[config.mk]
export PLATFORM = sky130hd
export DESIGN_NAME = sdwps_core
export DESIGN_NICKNAME = d
export VERILOG_FILES = /design/src/logic/sdwps_pkg.sv /design/src/logic/sdwps_sync.sv /design/src/logic/sdwps_core.sv
export SDC_FILE = /design/constraint.sdc
export NUM_CORES = 1
export LEC_CHECK = 0
export ABC_AREA = 1
export BUFFER_PORTS_ARGS = -buffer_cell sky130_fd_sc_hd__buf_2
export CAP_MARGIN = 20
export CORE_ASPECT_RATIO = 1.75
export CORE_MARGIN = 8
export CORE_UTILIZATION = 40
export DETAILED_ROUTE_END_ITERATION = 8
export HOLD_SLACK_MARGIN = 0.08
export PLACE_DENSITY = 0.68
export SLEW_MARGIN = 20
export SYNTH_ARGS = -nofsm -noshare
export SYNTH_HDL_FRONTEND = slang
export SYNTH_SLANG_ARGS = --single-unit
[constraint.sdc]
create_clock -name ref_clk -period 2 [get_ports ref_clk]
set_input_delay 0.2 -clock ref_clk [delete_from_list [all_inputs] [get_ports ref_clk]]
set_output_delay 0.2 -clock ref_clk [all_outputs]
set_load 0.01 [all_outputs]
[src/logic/sdwps_pkg.sv]
// Shared constants for the write, precharge and self refresh sequencer
package sdwps_pkg;
   localparam int          BANKS          = 8;
   localparam int          BANK_W         = 3;
   localparam logic [1:0]  BURST_FIXED8   = 2'h0;
   localparam logic [1:0]  BURST_OTF      = 2'h1;
   localparam logic [1:0]  BURST_FIXED4   = 2'h2;
   localparam int          BEATS_CHOP     = 4;
   localparam int          BEATS_FULL     = 8;
   localparam int          CNT_W          = 8;
   localparam logic [7:0]  WL_RESET       = 8'h05;
   localparam int          TCKE_NS        = 5;
   localparam int          CLK_NS         = 25;
   localparam int          TCKE_CYC       = (TCKE_NS + CLK_NS - 1) / CLK_NS;
   localparam logic [3:0]  CMD_NOP        = 4'h7;
   localparam logic [3:0]  CMD_ACT        = 4'h3;
   localparam logic [3:0]  CMD_RD         = 4'h5;
   localparam logic [3:0]  CMD_WR         = 4'h4;
   localparam logic [3:0]  CMD_PRE        = 4'h2;
   localparam logic [3:0]  CMD_REF        = 4'h1;
   localparam logic [1:0]  BANKS_IDLE_RST = 2'h0;
   typedef enum logic [1:0] {
      SD_IDLE   = 2'b00,
      SD_WRITE  = 2'b01,
      SD_SELF   = 2'b10
   } sdwps_state_type;
endpackage : sdwps_pkg

[src/logic/sdwps_sync.sv]
// Two-flop synchroniser for pin inputs
`timescale 1ns/10ps
module sdwps_sync #(
   parameter int W = 1
) (
   input  wire logic         ref_clk,
   input  wire logic         nrst,
   input  wire logic [W-1:0] din,
   output logic      [W-1:0] dout
);
   logic [W-1:0] stage1_ff;
   logic [W-1:0] nxt_stage1;
   logic [W-1:0] stage2_ff;
   logic [W-1:0] nxt_stage2;

   if (W < 1) begin : g_bad_width
      $error("sdwps_sync: width below one");
   end

   always_comb begin
      nxt_stage1 = din;
      nxt_stage2 = stage1_ff;
   end

   always_ff @(posedge ref_clk or negedge nrst) begin
      if (!nrst) begin
         stage1_ff <= '0;
         stage2_ff <= '0;
      end else begin
         stage1_ff <= nxt_stage1;
         stage2_ff <= nxt_stage2;
      end
   end

   assign dout = stage2_ff;
endmodule : sdwps_sync

[src/logic/sdwps_core.sv]
// Command sequencer: writes with chop/mask, precharge, self refresh
// Behaviour
// - Mode 10 forces four-beat chop always
// - Mode 01: chop bit low chops, high full
// - Precharge: all-bit closes all, else one bank
// - Refresh with clock enable low enters self refresh
// - Loop disabled in self refresh, reset on exit
// - Self refresh ignores all but enable, reset
// - One internal refresh within tCKE on entry
// - Exit intervals start at first enable-high edge
// - Write latency is additive plus write latency
// - Masked write beats are not stored
`timescale 1ns/10ps
module sdwps_core
   import sdwps_pkg::*;
#(
   parameter int DQ_W  = 8,
   parameter int COL_W = 10
) (
   input  wire logic                      ref_clk,
   input  wire logic                      nrst,
   input  wire logic                      linkClk,
   input  wire logic                      clkEnable,
   input  wire logic [3:0]                cmdCode,
   input  wire logic [sdwps_pkg::BANK_W-1:0] bankSel,
   input  wire logic                      prechargeAllSelectBit,
   input  wire logic                      burstChopSelectAddressBit,
   input  wire logic [COL_W-1:0]          colAddr,
   input  wire logic [1:0]                modeRegisterZeroBurst,
   input  wire logic [7:0]                writeLatency,
   input  wire logic                      writeStrobe,
   input  wire logic [DQ_W-1:0]           dataIn,
   input  wire logic                      dataMaskInput,
   output logic      [sdwps_pkg::BANKS-1:0] bankOpen,
   output logic                           selfRefresh,
   output logic                           delayLoopEnable,
   output logic                           delayLoopReset,
   output logic                           refreshPulse,
   output logic                           storeValid,
   output logic      [COL_W-1:0]          storeCol,
   output logic      [DQ_W-1:0]           storeData,
   output logic                           writeActive,
   output logic                           burstChop
);
   import sdwps_pkg::*;

   // Column offsets need three bits to address an eight-beat burst
   if (DQ_W < 1 || COL_W < 3) begin : g_bad_width
      $error("sdwps_core: bad widths");
   end

   // Every pin but the burst mode and write latency settings crosses two flops; the link clock is sampled like data
   localparam int PW = 10 + BANK_W + COL_W + DQ_W;
   logic [PW-1:0] pinRaw;
   logic [PW-1:0] pinSync;
   assign pinRaw = {linkClk, clkEnable, cmdCode, bankSel, prechargeAllSelectBit,
                    burstChopSelectAddressBit, colAddr, writeStrobe, dataIn, dataMaskInput};
   sdwps_sync #(.W(PW)) uSync (
      .ref_clk (ref_clk),
      .nrst    (nrst),
      .din     (pinRaw),
      .dout    (pinSync)
   );

   logic                sLinkClk;
   logic                sCke;
   logic [3:0]          sCmd;
   logic [BANK_W-1:0]   sBank;
   logic                sAll;
   logic                sChopBit;
   logic [COL_W-1:0]    sCol;
   logic                sStrobe;
   logic [DQ_W-1:0]     sData;
   logic                sMask;
   assign {sLinkClk, sCke, sCmd, sBank, sAll, sChopBit, sCol, sStrobe, sData, sMask} =
          pinSync;

   sdwps_state_type     state_ff, nxt_state;
   logic                linkPrev_ff, nxt_linkPrev;
   logic                strobePrev_ff, nxt_strobePrev;
   logic [BANKS-1:0]    bankOpen_ff, nxt_bankOpen;
   logic [CNT_W-1:0]    latCnt_ff, nxt_latCnt;
   logic [3:0]          beatCnt_ff, nxt_beatCnt;
   logic [3:0]          beatsTotal_ff, nxt_beatsTotal;
   logic                chop_ff, nxt_chop;
   logic [COL_W-1:0]    col_ff, nxt_col;
   logic                dllOn_ff, nxt_dllOn;
   logic                dllRst_ff, nxt_dllRst;
   logic                refPulse_ff, nxt_refPulse;
   logic                storeValid_ff, nxt_storeValid;
   logic [DQ_W-1:0]     storeData_ff, nxt_storeData;
   logic [COL_W-1:0]    storeCol_ff, nxt_storeCol;

   logic linkRise;
   logic strobeRise;
   logic chopNow;
   assign linkRise   = sLinkClk & ~linkPrev_ff;
   assign strobeRise = sStrobe & ~strobePrev_ff;

   always_comb begin
      // Fixed chop wins over the per-command bit
      case (modeRegisterZeroBurst)
         BURST_FIXED4: chopNow = 1'b1;
         BURST_OTF:    chopNow = ~sChopBit;
         default:      chopNow = 1'b0;
      endcase
   end

   always_comb begin
      nxt_state      = state_ff;
      nxt_linkPrev   = sLinkClk;
      nxt_strobePrev = sStrobe;
      nxt_bankOpen   = bankOpen_ff;
      nxt_latCnt     = latCnt_ff;
      nxt_beatCnt    = beatCnt_ff;
      nxt_beatsTotal = beatsTotal_ff;
      nxt_chop       = chop_ff;
      nxt_col        = col_ff;
      nxt_dllOn      = dllOn_ff;
      nxt_dllRst     = 1'b0;
      nxt_refPulse   = 1'b0;
      nxt_storeValid = 1'b0;
      nxt_storeData  = storeData_ff;
      nxt_storeCol   = storeCol_ff;
      case (state_ff)
         SD_IDLE: begin
            if (linkRise) begin
               if (sCmd == CMD_REF && !sCke) begin
                  nxt_state    = SD_SELF;
                  nxt_dllOn    = 1'b0;
                  nxt_refPulse = 1'b1;
               end else if (sCmd == CMD_ACT) begin
                  nxt_bankOpen[sBank] = 1'b1;
               end else if (sCmd == CMD_PRE) begin
                  if (sAll) begin
                     nxt_bankOpen = '0;
                  end else begin
                     nxt_bankOpen[sBank] = 1'b0;
                  end
               end else if (sCmd == CMD_WR) begin
                  nxt_state      = SD_WRITE;
                  nxt_latCnt     = writeLatency;
                  nxt_beatCnt    = '0;
                  nxt_chop       = chopNow;
                  nxt_beatsTotal = chopNow ? 4'(BEATS_CHOP) : 4'(BEATS_FULL);
                  nxt_col        = sCol;
               end
            end
         end
         SD_WRITE: begin
            // Latency counts clock edges; beats then follow strobe edges. Only the
            // preamble falls in the last latency clock, so a rise there is beat 0
            if (latCnt_ff != '0 && !(latCnt_ff == CNT_W'(1) && strobeRise)) begin
               if (linkRise) begin
                  nxt_latCnt = latCnt_ff - CNT_W'(1);
               end
            end else if (strobeRise || (!sStrobe && strobePrev_ff)) begin
               nxt_latCnt = '0;
               // Preamble and postamble carry no data; only counted edges store
               if (!sMask) begin
                  nxt_storeValid = 1'b1;
                  nxt_storeData  = sData;
                  nxt_storeCol   = col_ff + COL_W'(beatCnt_ff);
               end
               nxt_beatCnt = beatCnt_ff + 4'h1;
               if (beatCnt_ff + 4'h1 == beatsTotal_ff) begin
                  nxt_state = SD_IDLE;
               end
            end
         end
         SD_SELF: begin
            // Only the enable matters here; commands are ignored
            if (sCke && linkRise) begin
               nxt_state  = SD_IDLE;
               nxt_dllOn  = 1'b1;
               nxt_dllRst = 1'b1;
            end
         end
         default: nxt_state = SD_IDLE;
      endcase
   end

   always_ff @(posedge ref_clk or negedge nrst) begin
      if (!nrst) begin
         state_ff      <= SD_IDLE;
         linkPrev_ff   <= 1'b0;
         strobePrev_ff <= 1'b0;
         bankOpen_ff   <= '0;
         latCnt_ff     <= '0;
         beatCnt_ff    <= '0;
         beatsTotal_ff <= '0;
         chop_ff       <= 1'b0;
         col_ff        <= '0;
         dllOn_ff      <= 1'b1;
         dllRst_ff     <= 1'b0;
         refPulse_ff   <= 1'b0;
         storeValid_ff <= 1'b0;
         storeData_ff  <= '0;
         storeCol_ff   <= '0;
      end else begin
         state_ff      <= nxt_state;
         linkPrev_ff   <= nxt_linkPrev;
         strobePrev_ff <= nxt_strobePrev;
         bankOpen_ff   <= nxt_bankOpen;
         latCnt_ff     <= nxt_latCnt;
         beatCnt_ff    <= nxt_beatCnt;
         beatsTotal_ff <= nxt_beatsTotal;
         chop_ff       <= nxt_chop;
         col_ff        <= nxt_col;
         dllOn_ff      <= nxt_dllOn;
         dllRst_ff     <= nxt_dllRst;
         refPulse_ff   <= nxt_refPulse;
         storeValid_ff <= nxt_storeValid;
         storeData_ff  <= nxt_storeData;
         storeCol_ff   <= nxt_storeCol;
      end
   end

   assign bankOpen        = bankOpen_ff;
   assign selfRefresh     = (state_ff == SD_SELF);
   assign delayLoopEnable = dllOn_ff;
   assign delayLoopReset  = dllRst_ff;
   assign refreshPulse    = refPulse_ff;
   assign storeValid      = storeValid_ff;
   assign storeData       = storeData_ff;
   assign storeCol        = storeCol_ff;
   assign writeActive     = (state_ff == SD_WRITE);
   assign burstChop       = chop_ff;
endmodule : sdwps_core

Word level (Yosys, flattened, before mapping)
Cells that the tools add are included.
{ "op_classes": {"n_addsub": 3, "bitwise_logic": 13, "magnitude_cmp": 2, "n_mux": 47, "n_reduce_logical": 22, "n_eq_ne": 25} }
{ "ops": {"columns": ["operator", "count"], "rows": [
  ["$mux 8", 11],
  ["$mux 4", 8],
  ["$reduce_and 8->1", 3],
  ["$mux 2", 9],
  ["$pmux 8 s2", 1],
  ["$ne 2x2->1 const B", 7],
  ["$mux 1", 13],
  ["$ne 3x3->1 const B", 4],
  ["$reduce_and 4->1", 3],
  ["$add 10x4->10", 1],
  ["$and 8x8->8", 1],
  ["$eq 4x2->1 const B", 2],
  ["$eq 8x1->1 const B", 1],
  ["$not 1->1", 8],
  ["$not 8->8", 1],
  ["$or 8x8->8", 1],
  ["$pmux 4 s2", 1],
  ["$reduce_bool 8->1", 1],
  ["$sub 8x1->8 const B", 1],
  ["$logic_and 1x1->1", 6],
  ["$ne 2x1->1 const B", 3],
  ["$pmux 2 s3", 1],
  ["$reduce_and 6->1", 1],
  ["$reduce_bool 2->1", 3],
  ["15 further kinds", 21]
]} }
{ "word_totals": {"inputBits": 43, "output_inout_bits": 33, "regBits": 123, "wordCells": 129} }

Logic depth before layout (Yosys ltp)
Gate-level depths: netlist of the first run.
{ "logic_depth": {"word_depth": 9, "depth_mapped": 11, "ltp_nobuf": 11} }

By module
A second synthesis of the first run with hierarchy kept.
{ "hier_totals": {"hier_cells": 481, "hier_area_um2": 4805.9} }
{ "by_module_without_submodules": {"columns": ["module", "cells_each", "instances", "area_per_inst_um2", "seq_area_each_um2"], "rows": [
  ["sdwps_core", 419, 1, 3254.4, 1452.6],
  ["sdwps_sync", 62, 1, 1551.5, 1551.5]
]} }

Worst setup path before layout of the first run
OpenSTA, ideal clock, no wires.
{ "synth_timing": {"path_kind": "register to register", "from": "register beatCnt_ff[0]", "to": "register storeCol_ff[6], in the netlist storeCol[6]", "period_less_slack_ns": 1.814, "setup_time_ns": 0.084, "stages_incl_launch_ff": 8, "arrival_ns": 1.730, "path_buffers": 0, "required_ns": 1.916, "path_slack_ns": 0.186, "path_cell_list": "dfrtp_1 ha_1 inv_1 fa_1 o21ai_0 nand2_1 xor2_1 o21ai_0"} }
{ "synth_via": {"elab_chain_len": 1} }
{ "synth_rtl": {"columns": ["item", "line_no", "rtl"], "rows": [
  ["start, declared", "sdwps_core.sv:83", "logic [3:0] beatCnt_ff, nxt_beatCnt;"],
  ["start signal, assigned", "sdwps_core.sv:206", "beatCnt_ff <= nxt_beatCnt;"],
  ["$add 10x4->10", "sdwps_core.sv:163", "nxt_storeCol = col_ff + COL_W'(beatCnt_ff);"],
  ["end signal, assigned", "sdwps_core.sv:215", "storeCol_ff <= nxt_storeCol;"],
  ["end, declared", "sdwps_core.sv:92", "logic [COL_W-1:0] storeCol_ff, nxt_storeCol;"]
]} }
No other way between the ends.
A chain may end at the register's enable or synchronous reset.

Worst setup path after layout of the first run
Ends and elaborated chain as after synthesis.

==> reports/qor.yml, run 1 <==
outcome:
  status: "completed"
routing:
  drt_wl_total_um: 9850
  ant_nets: 0
  initialDrtViolationCount: 204
  vias_per_cell: 4.64
  firstDrtPassIters: 4
  num_vias: 3576
  wire_per_inst_um: 12.8
  drcViolationCount: 0
worst_setup_path:
  critPathArrivalTime_ps: 2120
  crit_fanout: 4
  start_kind: "flip-flop"
  rrSetupSlack_ps: 190
  r2r.worst_path.cells: 7
  r2r-start: "beatCnt_ff[0]"
  cp-startpoint: "beatCnt_ff[0]"
  endpoint: "storeCol[6]"
  required_ps: 2310
  reg2reg_to: "storeCol[6]"
  path_class: "flip-flop to flip-flop"
  crit_path_end_kind: "flip-flop"
clock_network:
  root_buffer: "clkbuf_16"
  htreeDepth: 4
  clk_latency_ps: 400
  cts_sinks: 120
  cts_buffer_depth: 2
  post-cts-setup-buffers: 0
  numCtsBuffers: 17
  clk_pin_slew_ps: 50
  cts_tree: "built"
place:
  gp_congestion: 0.840
  portBuffers: 75
  hpwl_um: 6830
  postPlaceCellArea_um2: 5360
timing:
  slew_headroom_pct: 63.2
  tightest_slew_ps: 551
  setup_viol: 0
  fmax_mhz: 553
  hold_slack_ps: 102
  fin_tns_setup_ps: 0
  rsz0062_at_grt: "no"
  finalCritPeriodShare_pct: 90.5
  min_period_ps: 1810
  hold_viol: 0
  skew_ps: 7.46
  maxSlewViolCount: 0
global_route:
  grt_overflow: 0
  antenna_found_initial: 0
  grt_start_max_net_pins: 47
  track_usage_pct: 13.8
  grt_pass1_vias: 3790
  grt_pass1_wl_um: 17300
synth:
  synth_top_family_by_area: "simple AND/OR/NAND/NOR gates"
  synth_fp_nets: 548
  synth.yosys.seq_area_share_pct: 63.0
  synth_compound_area_share_pct: 5.61
  synth-xor-area-share_pct: 1.65
  synth_cell_types: 30
  synthAdderAreaFrac_pct: 3.57
  ys_ff_latch: 120
  yosys.area_share.simple_pct: 20.3
  synth.avg_cell_area_um2: 9.69
  yosys_warnings: 0
  synthesis.area_um2: 4770
  syn_inst: 492
  synthMuxAreaShare_pct: 0
power_and_ir_drop:
  seq_power_share_pct: 39.6
  intPower_mw: 5.33
  switching_share_pct: 27.0
  pwr-share-clk_pct: 43.1
  power.leakage_nw: 3.31
  power_frac_comb_pct: 17.3
  ir_drop_mv: 0.648
  power_mw: 7.30
  power.switching_mw: 1.97
  p_per_area_nw_per_um2: 1160
final_layout:
  n_antenna_cell: 0
  mostFrequentLayoutCells: "nand2_1, dfrtp_1, buf_2"
  syn_to_final_growth_pct: 32.1
  finalInstanceArea_um2: 6300
  nets: 676
  layout-drive-gt1-share_pct: 20.2
  layout_commonest_cell: "nand2_1"
floorplanning:
  num_rows: 53
  die_y_um: 160
  dieArea_um2: 15800
  die_width_um: 98.5
  core_area_um2: 11800
  num_io_pins: 76
  start_util_pct: 40.4
run:
  cap_violations: 0
min_path:
  min-delay-path-class: "primary input to flip-flop"
## power by group through the flow
stage                     logic, mW  registers (mW)  clock network (mW)
after floorplan               0.719            2.97                   0
after global placement         1.18            2.92                   0
after detailed placement       1.22            2.93                   0
after CTS                      1.28            2.90                3.23
after global routing           1.47            2.94                3.34
final                          1.26            2.89                3.15
## synthesized netlist by cell type (all sizes together)
cell type	instances	share of area, %
xnor2	3	0.55
o21ai	43	4.6
fa	1	0.42
ha	12	3.1
nor3	4	0.42
xor2	6	1.1
o211ai	1	0.16
nand4	4	0.66
nand3	29	3.3
a21oi	4	0.50
a2bb2oi	1	0.18
nor2	37	3.5
o2bb2ai	1	0.18
buf	4	0.60
inv	67	5.3
nand2	152	12
dfstp	1	0.55
nand3b	3	0.47
dfrtp	119	62
## kinds of logic (layout without fill, tap and decap cells)
family | after synthesis | in the layout
buffers and inverters | 71 | 212
AOI/OAI and AO/OA | 50 | 50
and+or+nand+nor | 229 | 229
xor gates and xnor gates | 9 | 9
DFF | 120 | 120
adders and majority gates | 13 | 13
## metal layers
layer / routed length, µm / vias to the layer above / global-route usage (%)
li1: - / 1794 / -
met1: 3740 / 1695 / 13.7
met2: 5500 / 69 / 25.4
met3: 370 / 18 / 3.34
met4: 233 / 0 / 7.45
met5: 0 / - / 0
## per-stage QoR
step                utilization [%]  setup WS (ps)  std cells
floorplan                         -            186        492
global placement               45.4            173        706
detailed placement             45.4           98.0        706
CTS                            53.4           69.0        770
global route                   53.4           68.8        770
finish                         53.4            191        770
## final cells by class
| type | count | area, µm² |
|---|---|---|
| multi-input cells | 301 | 1490 |
| flip-flops and latches | 120 | 3000 |
| clock inverters | 12 | 175 |
| repair buffers | 113 | 768 |
| inverters | 67 | 251 |
| fillers | 1033 | 5500 |
| clock buffers | 20 | 447 |
| well taps | 137 | 171 |
## state kept, by name, indices dropped and copies added, names as in the netlist
register,cells
col_ff,10
state_ff,2
bankOpen,8
uSync.dout,31
strobePrev_ff,1
beatCnt_ff,4
linkPrev_ff,1
uSync.nxt_stage2,31
latCnt_ff,8
delayLoopEnable,1
storeValid,1
storeData,8
storeCol,10
beatsTotal_ff,2
delayLoopReset,1
refreshPulse,1
## critical path, cell delays in order, from the launching register on
cell	delay, ps
dfrtp_1	350
ha_1	210
inv_1	70
fa_1	410
o21ai_1	280
nand2_1	110
xor2_1	150
o21ai_0	140
## what timing repair did
item | 4_1_cts | 5_1_grt
resized for setup | 0 | 1
hold buffers | 32 | 0
endpoints found under the hold margin | 69 | 0
setup endpoints to repair | 0 | 2
## worst min-delay path by stage
stage	startpoint	to	slack (ps)	cells after the start
3_5_place_dp	nrst	uSync.nxt_stage2[29]	230	1
2_1_floorplan	nrst	bankOpen[0]	-100	0
4_1_cts	writeLatency[7]	latCnt_ff[7]	90	5
3_3_place_gp	nrst	uSync.nxt_stage2[25]	210	1
5_1_grt	writeLatency[6]	latCnt_ff[6]	150	5
6_report	writeLatency[7]	latCnt_ff[7]	100	5
No activity file was read; power rests on OpenSTA's default activity.
==> inputs of run 2 (changes only) <==
- MAX_ROUTING_LAYER: unset -> met4
==> reports/qor.yml, run 2 (synthesis gave the netlist of run 1 again) <==
outcome:
  status: "completed"
routing:
  drt_wl_total_um: 9820
  ant_nets: 0
  firstDrtPassIters: 4
  vias_per_cell: 4.64
  wire_per_inst_um: 12.8
  num_vias: 3570
  drcViolationCount: 0
  initialDrtViolationCount: 210
place:
  gp_congestion: 0.853
  portBuffers: 75
  dp.cells: 706
  hpwl_um: 6830
global_route:
  grt_overflow: 0
  grt_pass1_wl_um: 17300
  grt_pass1_vias: 3798
  track_usage_pct: 14.2
  antenna_found_initial: 0
  grt_start_max_net_pins: 47
power_and_ir_drop:
  ir_drop_mv: 0.653
  p_per_area_nw_per_um2: 1160
  power.leakage_nw: 3.31
  power_mw: 7.31
clock_network:
  cts_buffer_depth: 2
  clk_pin_slew_ps: 50
  root_buffer: "clkbuf_16"
  htreeDepth: 4
  cts_sinks: 120
  cts_tree: "built"
  numCtsBuffers: 17
  post-cts-setup-buffers: 0
  clk_latency_ps: 410
final_layout:
  layout_commonest_cell: "nand2_1"
  syn_to_final_growth_pct: 32.1
  fin_cells: 770
  mostFrequentLayoutCells: "nand2_1, dfrtp_1, buf_2"
  n_antenna_cell: 0
  fin_util_pct: 53.4
  nets: 676
  layout-drive-gt1-share_pct: 20.2
worst_setup_path:
  reg2reg_to: "storeCol[6]"
  start_kind: "flip-flop"
  crit_path_end_kind: "flip-flop"
  required_ps: 2310
  crit_family: "adder cells"
  r2r.worst_path.cells: 7
  rrSetupSlack_ps: 200
  endpoint: "storeCol[6]"
  cp-startpoint: "col_ff[0]"
  slowest_delay_ps: 410
  crit_fanout: 4
  crit_buf_inv: 1
  slowest_stage: "fa_1"
  path_class: "flip-flop to flip-flop"
  r2r-start: "col_ff[0]"
  cp_num_cells: 7
  critPathArrivalTime_ps: 2110
  worstPathCellList: "ha_1 > inv_1 > fa_1 > o21ai_1 > nand2_1 > xor2_1 > o21ai_0"
timing:
  fin_tns_setup_ps: 0
  maxSlewViolCount: 0
  fmax_mhz: 555
  min_period_ps: 1800
  rsz0062_at_grt: "no"
  setup_viol: 0
  slew_headroom_pct: 63.2
  finalCritPeriodShare_pct: 90.0
  skew_ps: 8.97
  hold_viol: 0
  tightest_slew_ps: 552
floorplanning:
  num_io_pins: 76
  num_rows: 53
  start_util_pct: 40.4
  die_width_um: 98.5
  core_area_um2: 11800
  die_y_um: 160
  dieArea_um2: 15800
min_path:
  min-delay-path-class: "primary input to flip-flop"
run:
  cap_violations: 0
[run 2: cell counts in the layout (fill, tap and decap cells not counted)]
No cell type changed its count.
[run 2: worst min path at each step]
stage | from | to | slack [ps] | depth (start not counted)
floorplan | nrst | bankOpen[0] | -100 | 0
global placement | nrst | uSync.nxt_stage2[25] | 210 | 1
detailed placement | nrst | uSync.nxt_stage2[29] | 230 | 1
CTS | writeLatency[7] | latCnt_ff[7] | 90 | 5
global route | writeLatency[1] | latCnt_ff[1] | 150 | 5
finish | writeLatency[7] | latCnt_ff[7] | 100 | 5
[run 2: timing repair]
action	4_1_cts	5_1_grt
hold buffers	32	0
setup endpoints to repair	0	2
gates resized for setup	0	1
endpoints found under the hold margin	69	0
[run 2: report_power, final]
group / internal, mW / switching, mW / total [mW] / leakage [nW]
registers: 2.71 / 0.181 / 2.89 / 1.49
logic: 0.507 / 0.756 / 1.26 / 1.51
clock network: 2.11 / 1.04 / 3.15 / 0.308
total: 5.33 / 1.98 / 7.31 / 3.31
[run 2: cell type report]
cell class	count	area, µm²
clock buffers	20	447
fillers	1033	5500
flip-flops and latches	120	3000
multi-input cells	301	1490
inverters	67	251
clock inverters	12	175
repair buffers	113	768
well taps	137	171
[run 2: per-stage QoR]
step	hold WS, ps	instance area [µm²]	setup slack (ps)
after global routing	148	6300	68.8
after floorplan	-95.6	4770	186
after detailed placement	231	5360	98.0
after CTS	89.3	6300	69.0
after global placement	214	5360	173
final	99.5	6300	200
[run 2: worst register-to-register path: cells and delay by family, from the launching register on]
kind,cells,cell delay (ps)
AND/OR/NAND/NOR,1,110
adder cells (fa/ha/maj),2,620
buffers and inverters,1,70
XOR/XNOR,1,150
AO/OA/AOI/OAI,2,420
flip-flops,1,350
[run 2: layer usage]
layer	vias to the layer above	global-route usage [%]	routed length, µm
li1	1794	-	-
met1	1687	13.9	3770
met2	68	25.5	5520
met3	21	3.51	304
met4	0	6.61	233
met5	-	-	0
